<file path="src/include/diag_regs.svh">
// Constants for the drive diagnostic status block: field positions, resets, codes.
// Assumes one 250 MHz system clock; included by package and modules.
`ifndef DIAG_REGS_SVH
`define DIAG_REGS_SVH
`define DIAG_HIST_DEPTH        5
`define DIAG_OUT_COUNT         4
`define DIAG_FUNC_READY        8'h01
`define DIAG_FUNC_ENABLED      8'h02
`define DIAG_FUNC_FAULT        8'h07
`define DIAG_FUNC_WARN         8'h0B
`define DIAG_LEVEL_ALERT       4'hE
`define DIAG_LEVEL_ALARM       4'hF
`define DIAG_PROFILE_IO        6'h01
`define DIAG_MFR_SPECIFIC      2'h1
`define DIAG_RESERVED_FIELD    4'h0
`define DIAG_NUM_RESET         32'h0000_0000
`define DIAG_WORD_RESET        16'h0000
`define DIAG_CLASS_BIT_LO      12
`define DIAG_CLASS_BIT_HI      13
`define DIAG_CLASS_NONE        2'h0
`define DIAG_CLASS_ERROR       2'h1
`define DIAG_CLASS_ALERT       2'h2
`define DIAG_FLASH_NS          100000000
`define DIAG_CLK_NS            4
`define DIAG_FLASH_CYCLES      (`DIAG_FLASH_NS / `DIAG_CLK_NS)
`endif

</file>
<file path="src/include/diag_pkg.sv">
// Types for the drive diagnostic status block.
// Assumes diag_regs.svh is on the include path.
`include "diag_regs.svh"
package diag_pkg;
   typedef enum logic [2:0] {
      RUN_NO_COMM  = 3'h0,
      RUN_HOTPLUG  = 3'h1,
      RUN_LOOPBACK = 3'h2,
      RUN_APP_ERR  = 3'h3,
      RUN_MST_ERR  = 3'h4,
      RUN_COMM_ERR = 3'h5,
      RUN_IDENTIFY = 3'h6,
      RUN_APP_STOP = 3'h7
   } run_prio_t;
   typedef enum logic [1:0] {
      ERRI_IDLE  = 2'b00,
      ERRI_CLASS = 2'b01
   } err_prio_t;
   typedef enum logic [1:0] {
      DRV_IDLE      = 2'b00,
      DRV_ENABLED   = 2'b01,
      DRV_QUICKSTOP = 2'b11,
      DRV_FAULT     = 2'b10
   } drive_state_t;
endpackage

</file>
<file path="src/include/diag_hist_if.sv">
// Carrier between the diagnostic core and its error history store.
// Assumes both ends share clk_sys.
interface diag_hist_if;
   logic        push;
   logic [15:0] code;
   logic [15:0] newest_error_slot;
   logic [15:0] oldest_error_slot;
   logic [15:0] slot_rd;
   logic [2:0]  slot_sel;
   modport store (input push, code, slot_sel,
                  output newest_error_slot, oldest_error_slot, slot_rd);
   modport core  (output push, code, slot_sel,
                  input newest_error_slot, oldest_error_slot, slot_rd);
endinterface

</file>
<file path="src/rtl/diag_hist.sv">
// Five-slot error history, slot zero newest.
// Assumes push comes from the core on clk_sys; every cycle it is high shifts in one code.
`include "diag_regs.svh"
module diag_hist #(
   parameter int DEPTH = `DIAG_HIST_DEPTH
) (
   input  wire logic clk_sys,
   input  wire logic nrst,
   diag_hist_if.store hist
);
   import diag_pkg::*;
   typedef struct packed {
      logic [DEPTH-1:0][15:0] slot;
   } hist_state_t;
   hist_state_t st_r;
   hist_state_t st_nxt;

   always_comb begin
      st_nxt = st_r;
      if (hist.push) begin
         for (int i = DEPTH - 1; i > 0; i--) begin
            st_nxt.slot[i] = st_r.slot[i-1];
         end
         st_nxt.slot[0] = hist.code;
      end
   end

   always_ff @(posedge clk_sys) begin
      if (!nrst) begin
         st_r <= '0;
      end else begin
         st_r <= st_nxt;
      end
   end

   assign hist.newest_error_slot = st_r.slot[0];
   assign hist.oldest_error_slot = st_r.slot[DEPTH-1];
   assign hist.slot_rd = (int'(hist.slot_sel) < DEPTH) ? st_r.slot[hist.slot_sel] : 16'h0000;
endmodule

</file>
<file path="src/rtl/diag_status.sv">
// Drive diagnostic status: indicator ranking, fault sequencing, status outputs,
// diagnostic words. Inputs from the drive's monitors are same-clock logic; the
// management-bus activity strobe arrives from a pin and is synchronised.
// Function
// - No communication and phases 0-4 show run priority 0.
// - Hot-plug phases 0-2 show run priority 1, above phases.
// - Run ranks loopback 2 up to application stopped 7, highest shown.
// - Error indicator priority 0 normally, 1 for class 1 error while sub_active is high.
// - Flash leftmost display point while management bus is active.
// - Keep five newest error numbers, slot zero newest, readable.
// - Hold most recent alert in its own readable parameter.
// - Output function 1 asserts while drive is not in Fault.
// - Output function 2 asserts only in Operation Enabled.
// - Output function 7 asserts once error detected and Fault entered.
// - Output function 11 asserts on limit, undervoltage, guard alert, stop.
// - Diagnostic number describes the highest priority active event.
// - Number bits 0-15 zero without error, else the error code.
// - Number bits 16-19 read 14 for alert, 15 for alarm.
// - Bits 20-23 reserved, 24-29 read 1, 30-31 read 1.
// - Class 1 word flags errors; forces quick stop then Fault.
// - Class 2 word flags alerts, resets to zero.
// - Diagnostic words are read only; master writes are ignored.
// - Alerts are reported only, never change the operating state.
`include "diag_regs.svh"
module diag_status #(
   parameter int FLASH_CYCLES = `DIAG_FLASH_CYCLES,
   parameter int OUTS         = `DIAG_OUT_COUNT
) (
   input  wire logic                  clk_sys,
   input  wire logic                  nrst,
   input  wire logic                  comm_active,
   input  wire logic [2:0]            comm_phase,
   input  wire logic                  hotplug_active,
   input  wire logic                  loopback,
   input  wire logic                  app_error,
   input  wire logic                  mst_error,
   input  wire logic                  comm_error,
   input  wire logic                  identify_req,
   input  wire logic                  app_stopped,
   input  wire logic                  sub_active,
   input  wire logic                  mgmt_bus_activity,
   input  wire logic                  error_detect,
   input  wire logic [15:0]           error_code,
   input  wire logic                  alert_detect,
   input  wire logic [15:0]           alert_code,
   input  wire logic                  enable_req,
   input  wire logic                  fault_reset,
   input  wire logic                  quickstop_done,
   input  wire logic                  limit_switch,
   input  wire logic                  undervoltage,
   input  wire logic                  node_guard_alert,
   input  wire logic                  operational_stop,
   input  wire logic [OUTS-1:0][7:0]  output_function_select,
   input  wire logic                  master_wr,
   input  wire logic [2:0]            hist_sel,
   output logic [2:0]                 run_priority,
   output logic                       run_hotplug,
   output logic [1:0]                 err_priority,
   output logic                       display_point,
   output logic [OUTS-1:0]            status_out,
   output logic                       quick_stop_req,
   output logic [1:0]                 drive_state,
   output logic [15:0]                status_word,
   output logic [31:0]                diagnostic_number,
   output logic [15:0]                class1_error_diagnostic,
   output logic [15:0]                class2_alert_diagnostic,
   output logic [15:0]                newest_error_slot,
   output logic [15:0]                oldest_error_slot,
   output logic [15:0]                hist_rd,
   output logic [15:0]                last_alert_param
);
   import diag_pkg::*;

   localparam int FCW = $clog2(FLASH_CYCLES + 1);

   typedef struct packed {
      logic              act_s1;
      logic              act_s2;
      logic [FCW-1:0]    flash_cnt;
      logic              point;
      drive_state_t      drv;
      run_prio_t         run;
      logic              hot;
      err_prio_t         errp;
      logic [OUTS-1:0]   outs;
      logic              qs_req;
      logic [15:0]       status;
      logic [31:0]       diag_num;
      logic [15:0]       c1d;
      logic [15:0]       c2d;
      logic [15:0]       err_code;
      logic [15:0]       alert;
      logic [15:0]       hist_word;
   } core_state_t;

   core_state_t st_r;
   core_state_t st_nxt;
   diag_hist_if hist ();

   diag_hist #(
      .DEPTH (`DIAG_HIST_DEPTH)
   ) u_hist (
      .clk_sys (clk_sys),
      .nrst    (nrst),
      .hist    (hist)
   );

   // One function decodes output selections for every configurable output.
   function automatic logic out_func(input logic [7:0] sel, input drive_state_t d,
                                     input logic warn);
      logic r;
      r = 1'b0;
      if (sel == `DIAG_FUNC_READY) begin
         r = (d != DRV_FAULT);
      end else if (sel == `DIAG_FUNC_ENABLED) begin
         r = (d == DRV_ENABLED);
      end else if (sel == `DIAG_FUNC_FAULT) begin
         r = (d == DRV_FAULT);
      end else if (sel == `DIAG_FUNC_WARN) begin
         r = warn;
      end
      return r;
   endfunction

   logic warn_cond;
   logic error_present;
   assign warn_cond = limit_switch | undervoltage | node_guard_alert | operational_stop;
   assign error_present = (st_r.drv == DRV_FAULT) || (st_r.drv == DRV_QUICKSTOP);

   assign hist.push     = error_detect;
   assign hist.code     = error_code;
   assign hist.slot_sel = hist_sel;

   always_comb begin
      st_nxt = st_r;
      st_nxt.act_s1 = mgmt_bus_activity;
      st_nxt.act_s2 = st_r.act_s1;

      // Run indicator: highest active condition wins
      if (app_stopped) begin
         st_nxt.run = RUN_APP_STOP;
      end else if (identify_req) begin
         st_nxt.run = RUN_IDENTIFY;
      end else if (comm_error) begin
         st_nxt.run = RUN_COMM_ERR;
      end else if (mst_error) begin
         st_nxt.run = RUN_MST_ERR;
      end else if (app_error) begin
         st_nxt.run = RUN_APP_ERR;
      end else if (loopback) begin
         st_nxt.run = RUN_LOOPBACK;
      end else if (hotplug_active) begin
         st_nxt.run = RUN_HOTPLUG;
      end else begin
         st_nxt.run = RUN_NO_COMM;
      end
      st_nxt.hot = hotplug_active;

      st_nxt.errp = (sub_active && error_present) ? ERRI_CLASS : ERRI_IDLE;

      // Flash runs only while activity is seen; a dark point when idle
      if (st_r.act_s2) begin
         if (int'(st_r.flash_cnt) >= FLASH_CYCLES - 1) begin
            st_nxt.flash_cnt = '0;
            st_nxt.point     = ~st_r.point;
         end else begin
            st_nxt.flash_cnt = st_r.flash_cnt + 1'b1;
         end
      end else begin
         st_nxt.flash_cnt = '0;
         st_nxt.point     = 1'b0;
      end

      // Operating state; alerts deliberately have no path in here
      case (st_r.drv)
         DRV_IDLE: begin
            if (error_detect) begin
               st_nxt.drv = DRV_QUICKSTOP;
            end else if (enable_req) begin
               st_nxt.drv = DRV_ENABLED;
            end
         end
         DRV_ENABLED: begin
            if (error_detect) begin
               st_nxt.drv = DRV_QUICKSTOP;
            end else if (!enable_req) begin
               st_nxt.drv = DRV_IDLE;
            end
         end
         DRV_QUICKSTOP: begin
            if (quickstop_done) begin
               st_nxt.drv = DRV_FAULT;
            end
         end
         DRV_FAULT: begin
            if (fault_reset && !error_detect) begin
               st_nxt.drv = DRV_IDLE;
            end
         end
         default: begin
            st_nxt.drv = DRV_IDLE;
         end
      endcase
      st_nxt.qs_req = (st_nxt.drv == DRV_QUICKSTOP);

      // Error code held until fault reset; new error wins over the reset
      if (error_detect) begin
         st_nxt.err_code = error_code;
         st_nxt.c1d      = st_r.c1d | 16'h0001;
      end else if (fault_reset && st_r.drv == DRV_FAULT) begin
         st_nxt.err_code = 16'h0000;
         st_nxt.c1d      = `DIAG_WORD_RESET;
      end
      if (alert_detect) begin
         st_nxt.alert = alert_code;
      end
      st_nxt.c2d = warn_cond ? 16'h0001 : `DIAG_WORD_RESET;
      if (alert_detect) begin
         st_nxt.c2d = st_nxt.c2d | 16'h0002;
      end

      // Diagnostic number: an error outranks a standing alert
      if (st_nxt.err_code != 16'h0000) begin
         st_nxt.diag_num = {`DIAG_MFR_SPECIFIC, `DIAG_PROFILE_IO, `DIAG_RESERVED_FIELD,
                            `DIAG_LEVEL_ALARM, st_nxt.err_code};
      end else if (st_nxt.c2d != 16'h0000) begin
         st_nxt.diag_num = {`DIAG_MFR_SPECIFIC, `DIAG_PROFILE_IO, `DIAG_RESERVED_FIELD,
                            `DIAG_LEVEL_ALERT, 16'h0000};
      end else begin
         st_nxt.diag_num = `DIAG_NUM_RESET;
      end

      st_nxt.status = 16'h0000;
      if (st_nxt.c1d != 16'h0000) begin
         st_nxt.status[`DIAG_CLASS_BIT_HI:`DIAG_CLASS_BIT_LO] = `DIAG_CLASS_ERROR;
      end else if (st_nxt.c2d != 16'h0000) begin
         st_nxt.status[`DIAG_CLASS_BIT_HI:`DIAG_CLASS_BIT_LO] = `DIAG_CLASS_ALERT;
      end

      for (int i = 0; i < OUTS; i++) begin
         st_nxt.outs[i] = out_func(output_function_select[i], st_nxt.drv, warn_cond);
      end
      st_nxt.hist_word = hist.slot_rd;
   end

   // master_wr has no path into the state: the diagnostic words are read only
   always_ff @(posedge clk_sys) begin
      if (!nrst) begin
         st_r <= '0;
      end else begin
         st_r <= st_nxt;
      end
   end

   assign run_priority            = st_r.run;
   assign run_hotplug             = st_r.hot;
   assign err_priority            = st_r.errp;
   assign display_point           = st_r.point;
   assign status_out              = st_r.outs;
   assign quick_stop_req          = st_r.qs_req;
   assign drive_state             = st_r.drv;
   assign status_word             = st_r.status;
   assign diagnostic_number       = st_r.diag_num;
   assign class1_error_diagnostic = st_r.c1d;
   assign class2_alert_diagnostic = st_r.c2d;
   assign newest_error_slot       = hist.newest_error_slot;
   assign oldest_error_slot       = hist.oldest_error_slot;
   assign hist_rd                 = st_r.hist_word;
   assign last_alert_param        = st_r.alert;
endmodule

</file>
<file path="config.mk">
export PLATFORM = sky130hd
export DESIGN_NAME = diag_status
export DESIGN_NICKNAME = d
export VERILOG_FILES = /design/src/include/diag_pkg.sv /design/src/include/diag_hist_if.sv /design/src/rtl/diag_hist.sv /design/src/rtl/diag_status.sv
export VERILOG_INCLUDE_DIRS = /design/src /design/src/include
export SDC_FILE = /design/constraint.sdc
export NUM_CORES = 1
export LEC_CHECK = 0
export BUFFER_PORTS_ARGS = -buffer_cell sky130_fd_sc_hd__buf_4
export CAP_MARGIN = 20
export CORE_ASPECT_RATIO = 2
export CORE_MARGIN = 2
export CORE_UTILIZATION = 56
export DETAILED_ROUTE_END_ITERATION = 16
export PLACE_DENSITY_LB_ADDON = 0.1
export SLEW_MARGIN = 15
export SYNTH_ARGS = -nofsm -noshare
export SYNTH_HDL_FRONTEND = slang
export SYNTH_SLANG_ARGS = --single-unit
</file>
<file path="constraint.sdc">
create_clock -name clk_sys -period 3.7 [get_ports clk_sys]
set_clock_uncertainty 0.15 [all_clocks]
set_input_delay 0.74 -clock clk_sys [delete_from_list [all_inputs] [get_ports clk_sys]]
set_output_delay 0.74 -clock clk_sys [all_outputs]
set_load 0.01 [all_outputs]
</file>
Word level (Yosys, flattened, before mapping)
Cells that the tools add are included.
- input port bits: 92
- bits in registers: 249
- output and inout port bits: 158
- logic and storage cells: 115
- muxes and demuxes: 43
- reduce and logical (&&, ||, !) cells: 14
- eq/ne operators: 23
- add/subtract/negate cells: 1
- bitwise operators: 6
- $lt $le $gt $ge: 3
- operator list (cell ; count):
    16-bit 2-to-1 mux ; 5
    31-bit 2-to-1 mux ; 2
    16-bit binary-select mux with 3-bit select ; 1
    16-bit nonzero test ; 3
    8-bit by 1-bit equality test with 1-bit output, second input constant ; 4
    8-bit by 2-bit equality test with 1-bit output, second input constant ; 4
    8-bit by 3-bit equality test with 1-bit output, second input constant ; 4
    8-bit by 4-bit equality test with 1-bit output, second input constant ; 4
    25-bit by 1-bit adder with 25-bit output, second input constant ; 1
    25-bit greater-or-equal comparator, second input constant ; 1
    1-bit 2-to-1 mux ; 20
    2-bit 2-to-1 mux ; 10
    3-bit 2-to-1 mux ; 4
    2-bit equality test, second input constant ; 4
    2-bit case mux with 4 select lines ; 1
    2-bit by 1-bit equality test with 1-bit output, second input constant ; 2
    3-bit by 4-bit < comparator with 1-bit output, second input constant ; 1
    2-bit AND reduction ; 2
    2-bit OR reduction ; 2
    1-bit logical AND ; 3
    3-bit < comparator, second input constant ; 1
    1-bit inverter ; 3
    1-bit OR ; 3
    3-bit OR reduction ; 1
    other kinds (4) ; 4

Depth between registers and ports, before layout
Gate-level depths: netlist of the first run.
- depth after elaboration: 8
- gate-level depth with buffers: 7
- mapped depth without buffers: 6

Modules after synthesis
A second synthesis of the first run with hierarchy kept.
- cell total of the unflattened synthesis: 947
- area, all modules: 9406.5 um^2
- modules (own cells, without submodules) (module ; area an instance (um^2) ; cells an instance ; instances ; seq. area each (um^2)):
    diag_status ; 5501.5 ; 581 ; 1 ; 2522.4
    diag_hist ; 3905.0 ; 366 ; 1 ; 1601.5

Worst setup path after synthesis of the first run
OpenSTA, ideal clock, no wires.
- path type: input to register
- from: input port hist_sel[0]
- to: register st_r (netlist bit hist_rd[10])
- setup time: 128 ps
- arrival time: 1977 ps
- path buffers: 2
- slack: 1446 ps
- stages: 5
- required time: 3422 ps
- cell sequence: buf_2 buf_2 mux4_2 a22oi_1 nor2_1
- longest elaborated chain between the ends: 2
- elaborated cells on any way between the ends: 4
- those cells by class: 1 x order compare; 2 x mux; 1 x reduce/logical
- ends and longest elaborated chain (element ; RTL line ; RTL):
    from (decl) ; diag_status.sv:55 ; input wire logic [2:0] hist_sel,
    3-bit < comparator or 16-bit binary-select mux with 3-bit select (tied branches) ; diag_hist.sv:38 ; assign hist.slot_rd = (int'(hist.slot_sel) < DEPTH) ? st_r.slot[hist.slot_sel] : 16'h0000;
    2-bit AND reduction (no line) or 16-bit 2-to-1 mux (tied branches) ; -- ;
    to (signal assigned) ; diag_status.sv:251 ; st_r <= st_nxt;
    to (decl) ; diag_status.sv:96 ; core_state_t st_r;
Parallel ways exist; a longest one is shown, timed or not. The select of a mux whose other input is x is not followed.
A chain may end at the register's enable or synchronous reset.

Worst setup path after layout of the first run
- from: input port error_detect
- to: register st_r (netlist bit diagnostic_number[24])
- longest elaborated chain between the ends: 3
- ends and longest elaborated chain (element ; RTL line ; RTL):
    from (decl) ; diag_status.sv:42 ; input wire logic error_detect,
    16-bit 2-to-1 mux ; diag_status.sv:207 ; if (error_detect) begin
    16-bit nonzero test ; diag_status.sv:223 ; if (st_nxt.err_code != 16'h0000) begin
    31-bit 2-to-1 mux ; diag_status.sv:223 ;
No other way between the ends.

==> flow_metrics.env, run 1 <==
export IMPL_drcViolationCount=0
export IMPL_syn_cell_area_um2=8940
export IMPL_grt_ovfl_total=0
export IMPL_rrSetupSlack_ps=1460
export IMPL_critPathKind="in -> reg"
export IMPL_core_area_um2=15700
export IMPL_synth_edf_count=0
export IMPL_ant_nets=0
export IMPL_rsz0062_at_grt="false"
export IMPL_io_pins=250
export IMPL_worstPathArrival_ps=2590
export IMPL_vias_per_cell=5.15
export IMPL_r2r_end="diagnostic_number[24]$_SDFF_PN0_"
export IMPL_cts_tree="built"
export IMPL_grt_pass1_wl_mm=30.4
export IMPL_netlist_top_cells_area="dfxtp_1 (46%), buf_4 (13%), mux2i_1 (9.0%)"
export IMPL_insertion_delay_ps=480
export IMPL_reg2reg_from="drive_state[0]$_SDFF_PN0_"
export IMPL_hold_class="reg -> reg"
export IMPL_via_count=6249
export IMPL_worst_pin_slew_ps=817
export IMPL_peakVddDrop_v=0.000478
export IMPL_yosys_warnings=0
export IMPL_crit_start="error_detect"
export IMPL_finalHoldViolations=0
export IMPL_setup_violations_final=0
export IMPL_power_density_nw_per_um2=453
export IMPL_slew_violations=0
export IMPL_leakage_nw=4.46
export IMPL_antenna_found_initial=0
export IMPL_finalWirelength_mm=19.3
export IMPL_crit_path_end="diagnostic_number[24]$_SDFF_PN0_"
export IMPL_cts_setup_buffers=0
export IMPL_finalNonFillerCells=1214
export IMPL_layout_drive_gt1_share=0.260
export IMPL_drv_cap=0
export IMPL_finalCriticalPeriod_ps=2320
export IMPL_status="finished, final reports clean"
export IMPL_cp_required_ps=3970
export IMPL_cts_root_buf="clkbuf_16"
export IMPL_wire_per_inst_um=15.9
export IMPL_start_util=0.570
export IMPL_htreeDepth=1
export IMPL_fmax_mhz=431
export IMPL_crit_path_max_fanout=54
export IMPL_hpwl_mm=14.1
export IMPL_synthToLayoutAreaGrowth_pct=13.7
export IMPL_synth_main_ff_cell="dfxtp_1"
export IMPL_grt_start_max_net_pins=55
export IMPL_fin_tns_setup_ps=0
export IMPL_core_rowCount=65
export IMPL_grt_pass1_vias=6101
export IMPL_synth_cell_types=49
export IMPL_synth_seq_cells=206
export IMPL_crit_path_end_kind="flip-flop"
export IMPL_place_gp_congestion=0.809
export IMPL_critPathLaunchType="primary input"
export IMPL_syn_inst=930
export IMPL_first_pass_iters=4
export IMPL_antenna_cells=0
export IMPL_die_w_um=93.4
export IMPL_asyncSetResetFlopFracSynth=0
export IMPL_port_buffers=205
export IMPL_synth_top_area_share=0.461
export IMPL_dp_cells=1184
export IMPL_ys_seq_area_frac=0.461
export IMPL_drtIter0Drc=132
export IMPL_numCtsBuffers=18
export IMPL_holdBufCountCts=0
export IMPL_cts_buffer_depth=3
export IMPL_p_total_mw=4.60
export IMPL_avgSynthCellArea_um2=9.62
export IMPL_grt_use_total=0.223
export IMPL_clkSinkCount=206
export IMPL_nNetsFinal=1096
export IMPL_ctsResizeCount=0
export IMPL_fin_crit_sh=0.627
export IMPL_dieArea_um2=17100
export IMPL_die_height_um=183
export IMPL_synth_top_area_cell="dfxtp_1"
export IMPL_relSlewSlack=0.450
export IMPL_path_clk_slew_ps=70
export IMPL_ff2ff_path_depth=6
-- layer usage --
| layer | track usage | routed length, um |
|---|---|---|
| met5 | 0 | 0 |
| met4 | 0.0865 | 641 |
| met3 | 0.0351 | 919 |
| met2 | 0.420 | 10700 |
| met1 | 0.243 | 7070 |
-- cells in the mapped netlist, types with 2 or more instances --
cell type,n
and2_1,4
buf_6,2
or4_1,5
nor4_1,19
dfxtp_1,206
o21a_1,4
a21oi_1,56
and4_1,3
inv_1,7
mux2i_1,80
xnor2_1,11
nand4_1,7
buf_2,13
xor2_1,11
nor2b_1,2
nand3_1,12
o311a_1,2
nor3_1,3
nand2b_1,34
o32a_1,4
nor2_1,148
a22oi_1,16
buf_4,155
nand2_1,34
mux4_2,16
o21ai_0,6
clkbuf_1,30
and3_1,19
-- metrics by stage --
| step | util | hold WS (ps) | setup WS (ps) | instance area, um2 |
|---|---|---|---|---|
| 3_5_place_dp | 0.611 | 274 | 857 | 9590 |
| 2_1_floorplan | - | 262 | 1450 | 9080 |
| 5_1_grt | 0.648 | 301 | 1150 | 10200 |
| 4_1_cts | 0.648 | 291 | 1350 | 10200 |
| 6_report | 0.648 | 285 | 1380 | 10200 |
| 3_3_place_gp | 0.611 | 269 | 876 | 9590 |
-- power breakdown --
part | internal [mW] | switching (mW)
Sequential | 2.28 | 0.0398
Clock | 1.07 | 0.784
Combinational | 0.206 | 0.221
-- area by class of cell --
class | instances | area [um2]
Multi-Input combinational cell | 554 | 3570
Clock inverter | 2 | 35.0
Inverter | 8 | 31.3
Sequential cell | 206 | 4120
Tap cell | 201 | 251
Fill cell | 1384 | 5530
Clock buffer | 28 | 539
Timing Repair Buffer | 215 | 1610
-- sequential cells by signal, indices dropped and copies added (netlist names), 3 cells and up --
register / count
status_out: 4
u_hist.st_r: 48
st_r: 42
run_priority: 3
hist_rd: 16
u_hist.hist.oldest_error_slot: 16
u_hist.hist.newest_error_slot: 16
diagnostic_number: 18
last_alert_param: 16
class1_error_diagnostic: 16
-- kinds of logic after synthesis --
logic type | after synthesis | synth area share
simple gates | 296 | 0.159
buf+inv | 208 | 0.156
flops | 206 | 0.461
compound gates | 100 | 0.0707
mux | 96 | 0.130
xor+xnor | 22 | 0.0215
fa+ha+maj | 1 | 0.00140
other cells | 1 | 0.000419
-- critical path: stages --
cell      delay, ps
buf_4           500
or3b_1          510
nand2_1         140
buf_4           260
a211oi_1        280
nand2b_1        150
-- how the worst min path moves through the flow --
stage,start,endpoint,slack (ps),cells past startpoint
after floorplan,st_nxt[167]$_SDFF_PN0_,st_r[167]$_SDFF_PN0_,260,1
after global placement,st_nxt[167]$_SDFF_PN0_,st_r[167]$_SDFF_PN0_,270,1
after detailed placement,st_nxt[167]$_SDFF_PN0_,st_r[167]$_SDFF_PN0_,270,1
after CTS,st_nxt[167]$_SDFF_PN0_,st_r[167]$_SDFF_PN0_,290,1
after global routing,st_nxt[167]$_SDFF_PN0_,st_r[167]$_SDFF_PN0_,300,1
final,st_nxt[167]$_SDFF_PN0_,st_r[167]$_SDFF_PN0_,290,1
-- cells in the final DEF, fill, tap and decap left out, types with 2 or more instances in the layout --
master and count:
clkbuf_1 6, o21ai_0 6, nand3_1 12, and2_1 4, conb_1 39, xnor2_1 11, nand2b_1 34, a21oi_1 56
nand4_1 7, nor4_1 19, inv_1 6, o21a_1 4, or4_1 5, clkinv_2 2, nor2b_1 2, xor2_1 11
buf_4 215, nand2_1 34, nor2_1 148, and4_1 3, clkbuf_16 19, nor3_1 2, clkbuf_8 3, o32a_1 4
mux4_2 16, o311a_1 2, a22oi_1 16, and3_1 19, dfxtp_1 206, mux2i_1 80
Note: power is estimated with default switching activity, not from simulation.
==> inputs of run 2 (changes only) <==
--- a/config.mk
+++ b/config.mk
@@ -6,11 +6,12 @@
 export SDC_FILE = /design/constraint.sdc
 export NUM_CORES = 1
 export LEC_CHECK = 0
+export ABC_AREA = 1
 export BUFFER_PORTS_ARGS = -buffer_cell sky130_fd_sc_hd__buf_4
 export CAP_MARGIN = 20
 export CORE_ASPECT_RATIO = 2
 export CORE_MARGIN = 2
-export CORE_UTILIZATION = 56
+export CORE_UTILIZATION = 48
 export DETAILED_ROUTE_END_ITERATION = 16
 export PLACE_DENSITY_LB_ADDON = 0.1
 export SLEW_MARGIN = 15
==> constraint.sdc (replaced) <==
create_clock -name clk_sys -period 1.96 [get_ports clk_sys]
set_clock_uncertainty 0.15 [all_clocks]
set_input_delay 0.392 -clock clk_sys [delete_from_list [all_inputs] [get_ports clk_sys]]
set_output_delay 0.392 -clock clk_sys [all_outputs]
set_load 0.01 [all_outputs]
==> run 2 against run 1 <==
Compared with the run above: first-iteration DRC count rose by 120%; global-route usage down 1.1 points; routed wire length grew 20%; highest routed layer unchanged; power grew 100%; clock power rose by 110%; area after synthesis grew 6.3%; largest power group unchanged; utilization down 6.9 points; non-clock buffer count increased by 35; synthesized cell count grew 38%; combinational power grew to 2.5 times the previous value; cell count up 37%; register-to-register slack got worse by 1300 ps.
==> flow_metrics.env, run 2 <==
export IMPL_fin_ws_ps=177
export IMPL_synth_cell_types=39
export IMPL_regMostFlops="u_hist.st_r"
export IMPL_critPathLaunchType="flip-flop"
export IMPL_cp_buffers_inverters=0
export IMPL_setup_violations_final=0
export IMPL_rsz0062_at_grt="false"
export IMPL_synth_seq_cells=206
export IMPL_seqPwrFrac=0.479
export IMPL_crit_path_end_kind="flip-flop"
export IMPL_cts_setup_buffers=0
export IMPL_insertion_delay_ps=500
export IMPL_cp_required_ps=2190
export IMPL_synth_top_area_share=0.434
export IMPL_drcViolationCount=0
export IMPL_crit_path_max_fanout=5
export IMPL_synth_edf_count=0
export IMPL_grt_start_max_net_pins=64
export IMPL_port_buffers=205
export IMPL_finalNonFillerCells=1659
export IMPL_critPathKind="reg -> reg"
export IMPL_path_clk_slew_ps=70
export IMPL_grt_use_total=0.212
export IMPL_yosys_warnings=0
export IMPL_numCtsBuffers=20
export IMPL_final_common_cell="nor2_1"
export IMPL_swShare=0.250
export IMPL_fin_tns_setup_ps=0
export IMPL_antenna_cells=0
export IMPL_p_int_mw=7.03
export IMPL_worstPathArrival_ps=2010
export IMPL_avgSynthCellArea_um2=7.39
export IMPL_slowest_stage="dfxtp_1"
export IMPL_first_pass_iters=4
export IMPL_synth_top_area_cell="dfxtp_1"
export IMPL_via_count=8033
export IMPL_dp_cells=1603
export IMPL_io_pins=250
export IMPL_synth_main_ff_cell="dfxtp_1"
export IMPL_drv_cap=0
export IMPL_cts_root_buf="clkbuf_16"
export IMPL_cpLargestDelayFamily="simple AND/OR/NAND/NOR gates"
export IMPL_synthToLayoutAreaGrowth_pct=17.8
export IMPL_power_frac_clock=0.406
export IMPL_leakage_nw=4.91
export IMPL_ys_seq_area_frac=0.434
export IMPL_hold_class="in -> reg"
export IMPL_peakVddDrop_v=0.000697
export IMPL_fin_crit_sh=0.910
export IMPL_layout_common_cells="nor2_1 (241), buf_4 (227), dfxtp_1 (206)"
export IMPL_layout_drive_gt1_share=0.210
export IMPL_largest_reg_flops=48
export IMPL_crit_chain="nand2_1 > nor2_1 > nand2_1 > nor3_1 > xor2_1 > nor2_1"
export IMPL_syn_inst=1286
export IMPL_die_w_um=104
export IMPL_asyncSetResetFlopFracSynth=0
export IMPL_grt_pass1_vias=7814
export IMPL_place_gp_congestion=0.935
export IMPL_yosysMostFrequentCell="nor2_1"
export IMPL_start_util=0.491
export IMPL_slew_violations=0
export IMPL_hpwl_mm=16.7
export IMPL_finalHoldViolations=0
export IMPL_die_height_um=203
export IMPL_dp_worst_setup_slack_ps=61.2
export IMPL_drtIter0Drc=290
export IMPL_wire_per_inst_um=14.0
export IMPL_netlist_top_cells_area="dfxtp_1 (43%), buf_4 (13%), nor2_1 (9.5%)"
export IMPL_antenna_found_initial=0
export IMPL_power_density_nw_per_um2=837
export IMPL_synth_common_cells="nor2_1 (241), dfxtp_1 (206), nand2_1 (179)"
export IMPL_grt_pass1_wl_mm=37.2
export IMPL_vias_per_cell=4.84
export IMPL_p_sw_mw=2.34
export IMPL_core_area_um2=19400
export IMPL_status="finished, final reports clean"
export IMPL_ant_nets=0
export IMPL_grt_ovfl_total=0
export IMPL_dieArea_um2=21000
export IMPL_fillers=1864
export IMPL_syn_cell_area_um2=9510
export IMPL_combPwrFrac=0.115
export IMPL_cpPeakStageDelay_ps=420
export IMPL_htreeDepth=1
export IMPL_nNetsFinal=1480
export IMPL_finalCriticalPeriod_ps=1780
export IMPL_clkSinkCount=206
export IMPL_cts_tree="built"
export IMPL_finalWirelength_mm=23.2
export IMPL_fmax_mhz=561
export IMPL_core_rowCount=72
export IMPL_cts_buffer_depth=3
run 2: changes by cell type in the layout (fill, tap and decap cells not counted), sizes merged, moves of 19 or more:
cell | before | now
and3 | 19 | 0
dlygate4sd3 | 0 | 19
nor2 | 148 | 247
nor3 | 3 | 36
nand2b | 34 | 0
nor4 | 20 | 0
inv | 6 | 86
nand2 | 34 | 183
a21oi | 57 | 110
o21ai | 6 | 133
mux2i | 80 | 0
nand3 | 12 | 33
run 2: routing by layer:
layer | up-vias | part of all wire | track usage
met3 | 71 | 0.059 | 0.0494
met4 | 0 | 0.046 | 0.0994
met1 | 3632 | 0.36 | 0.216
li1 | 4129 | - | -
met2 | 201 | 0.54 | 0.402
met5 | - | 0 | 0
run 2: final cells by class:
type	instances	area [um2]	area share
Inverter	86	323	0.0288
Multi-Input combinational cell	823	3820	0.341
Sequential cell	206	4120	0.368
Clock inverter	8	73.8	0.00659
Clock buffer	27	568	0.0507
Tap cell	259	324	0.0289
Timing Repair Buffer	250	1970	0.176
run 2: through the flow:
stage	hold WS, ps	utilization	power [mW]	area [um2]
6_report	21.2	0.578	9.37	11200
5_1_grt	36.8	0.578	9.77	11200
4_1_cts	10.5	0.576	9.49	11200
3_5_place_dp	274	0.533	5.63	10300
3_3_place_gp	270	0.533	5.62	10300
2_1_floorplan	240	-	5.34	9650
run 2: what timing repair did:
action / CTS / global route
endpoints found under the hold margin: 19 / 0
endpoints found under the setup margin: 0 / 25
hold buffers: 19 / 0
resized for setup: 0 / 3
run 2: path summary, 6_finish.rpt:
path,start,to,slack [ps],cells after the start
setup / recovery,st_r[155]$_SDFF_PP0_,st_r[165]$_SDFF_PP0_,180,6
hold / removal,output_function_select[13],status_out[1]$_SDFF_PN0_,20,4
setup reg to reg,st_r[155]$_SDFF_PP0_,st_r[165]$_SDFF_PP0_,180,6
hold reg to reg,st_nxt[167]$_SDFF_PN0_,st_r[167]$_SDFF_PN0_,290,2
run 2: cells by family (layout without fill, tap and decap cells):
logic type / Yosys count / after routing / share of synthesized area
other: 1 / 39 / 0.000394
AND/OR/NAND/NOR: 516 / 518 / 0.230
adder cells (fa/ha/maj): 1 / 1 / 0.00132
XOR/XNOR: 15 / 15 / 0.0138
AO/OA/AOI/OAI: 250 / 250 / 0.136
flip-flops: 206 / 206 / 0.434
buffers and inverters: 297 / 371 / 0.185
run 2: power by group through the flow:
stage                     clock, mW  combinational, mW  sequential (mW)
after floorplan                   0              0.785             4.55
after global placement            0               1.04             4.57
after detailed placement          0               1.05             4.58
after CTS                      3.92               1.09             4.49
after global routing           4.06               1.20             4.51
final                          3.81               1.08             4.49
run 2: worst register-to-register path: stages, from the launching register on:
cell     delay, ps
dfxtp_1        420
nand2_1        100
nor2_1         300
nand2_1        160
nor3_1         320
xor2_1         180
nor2_1          50
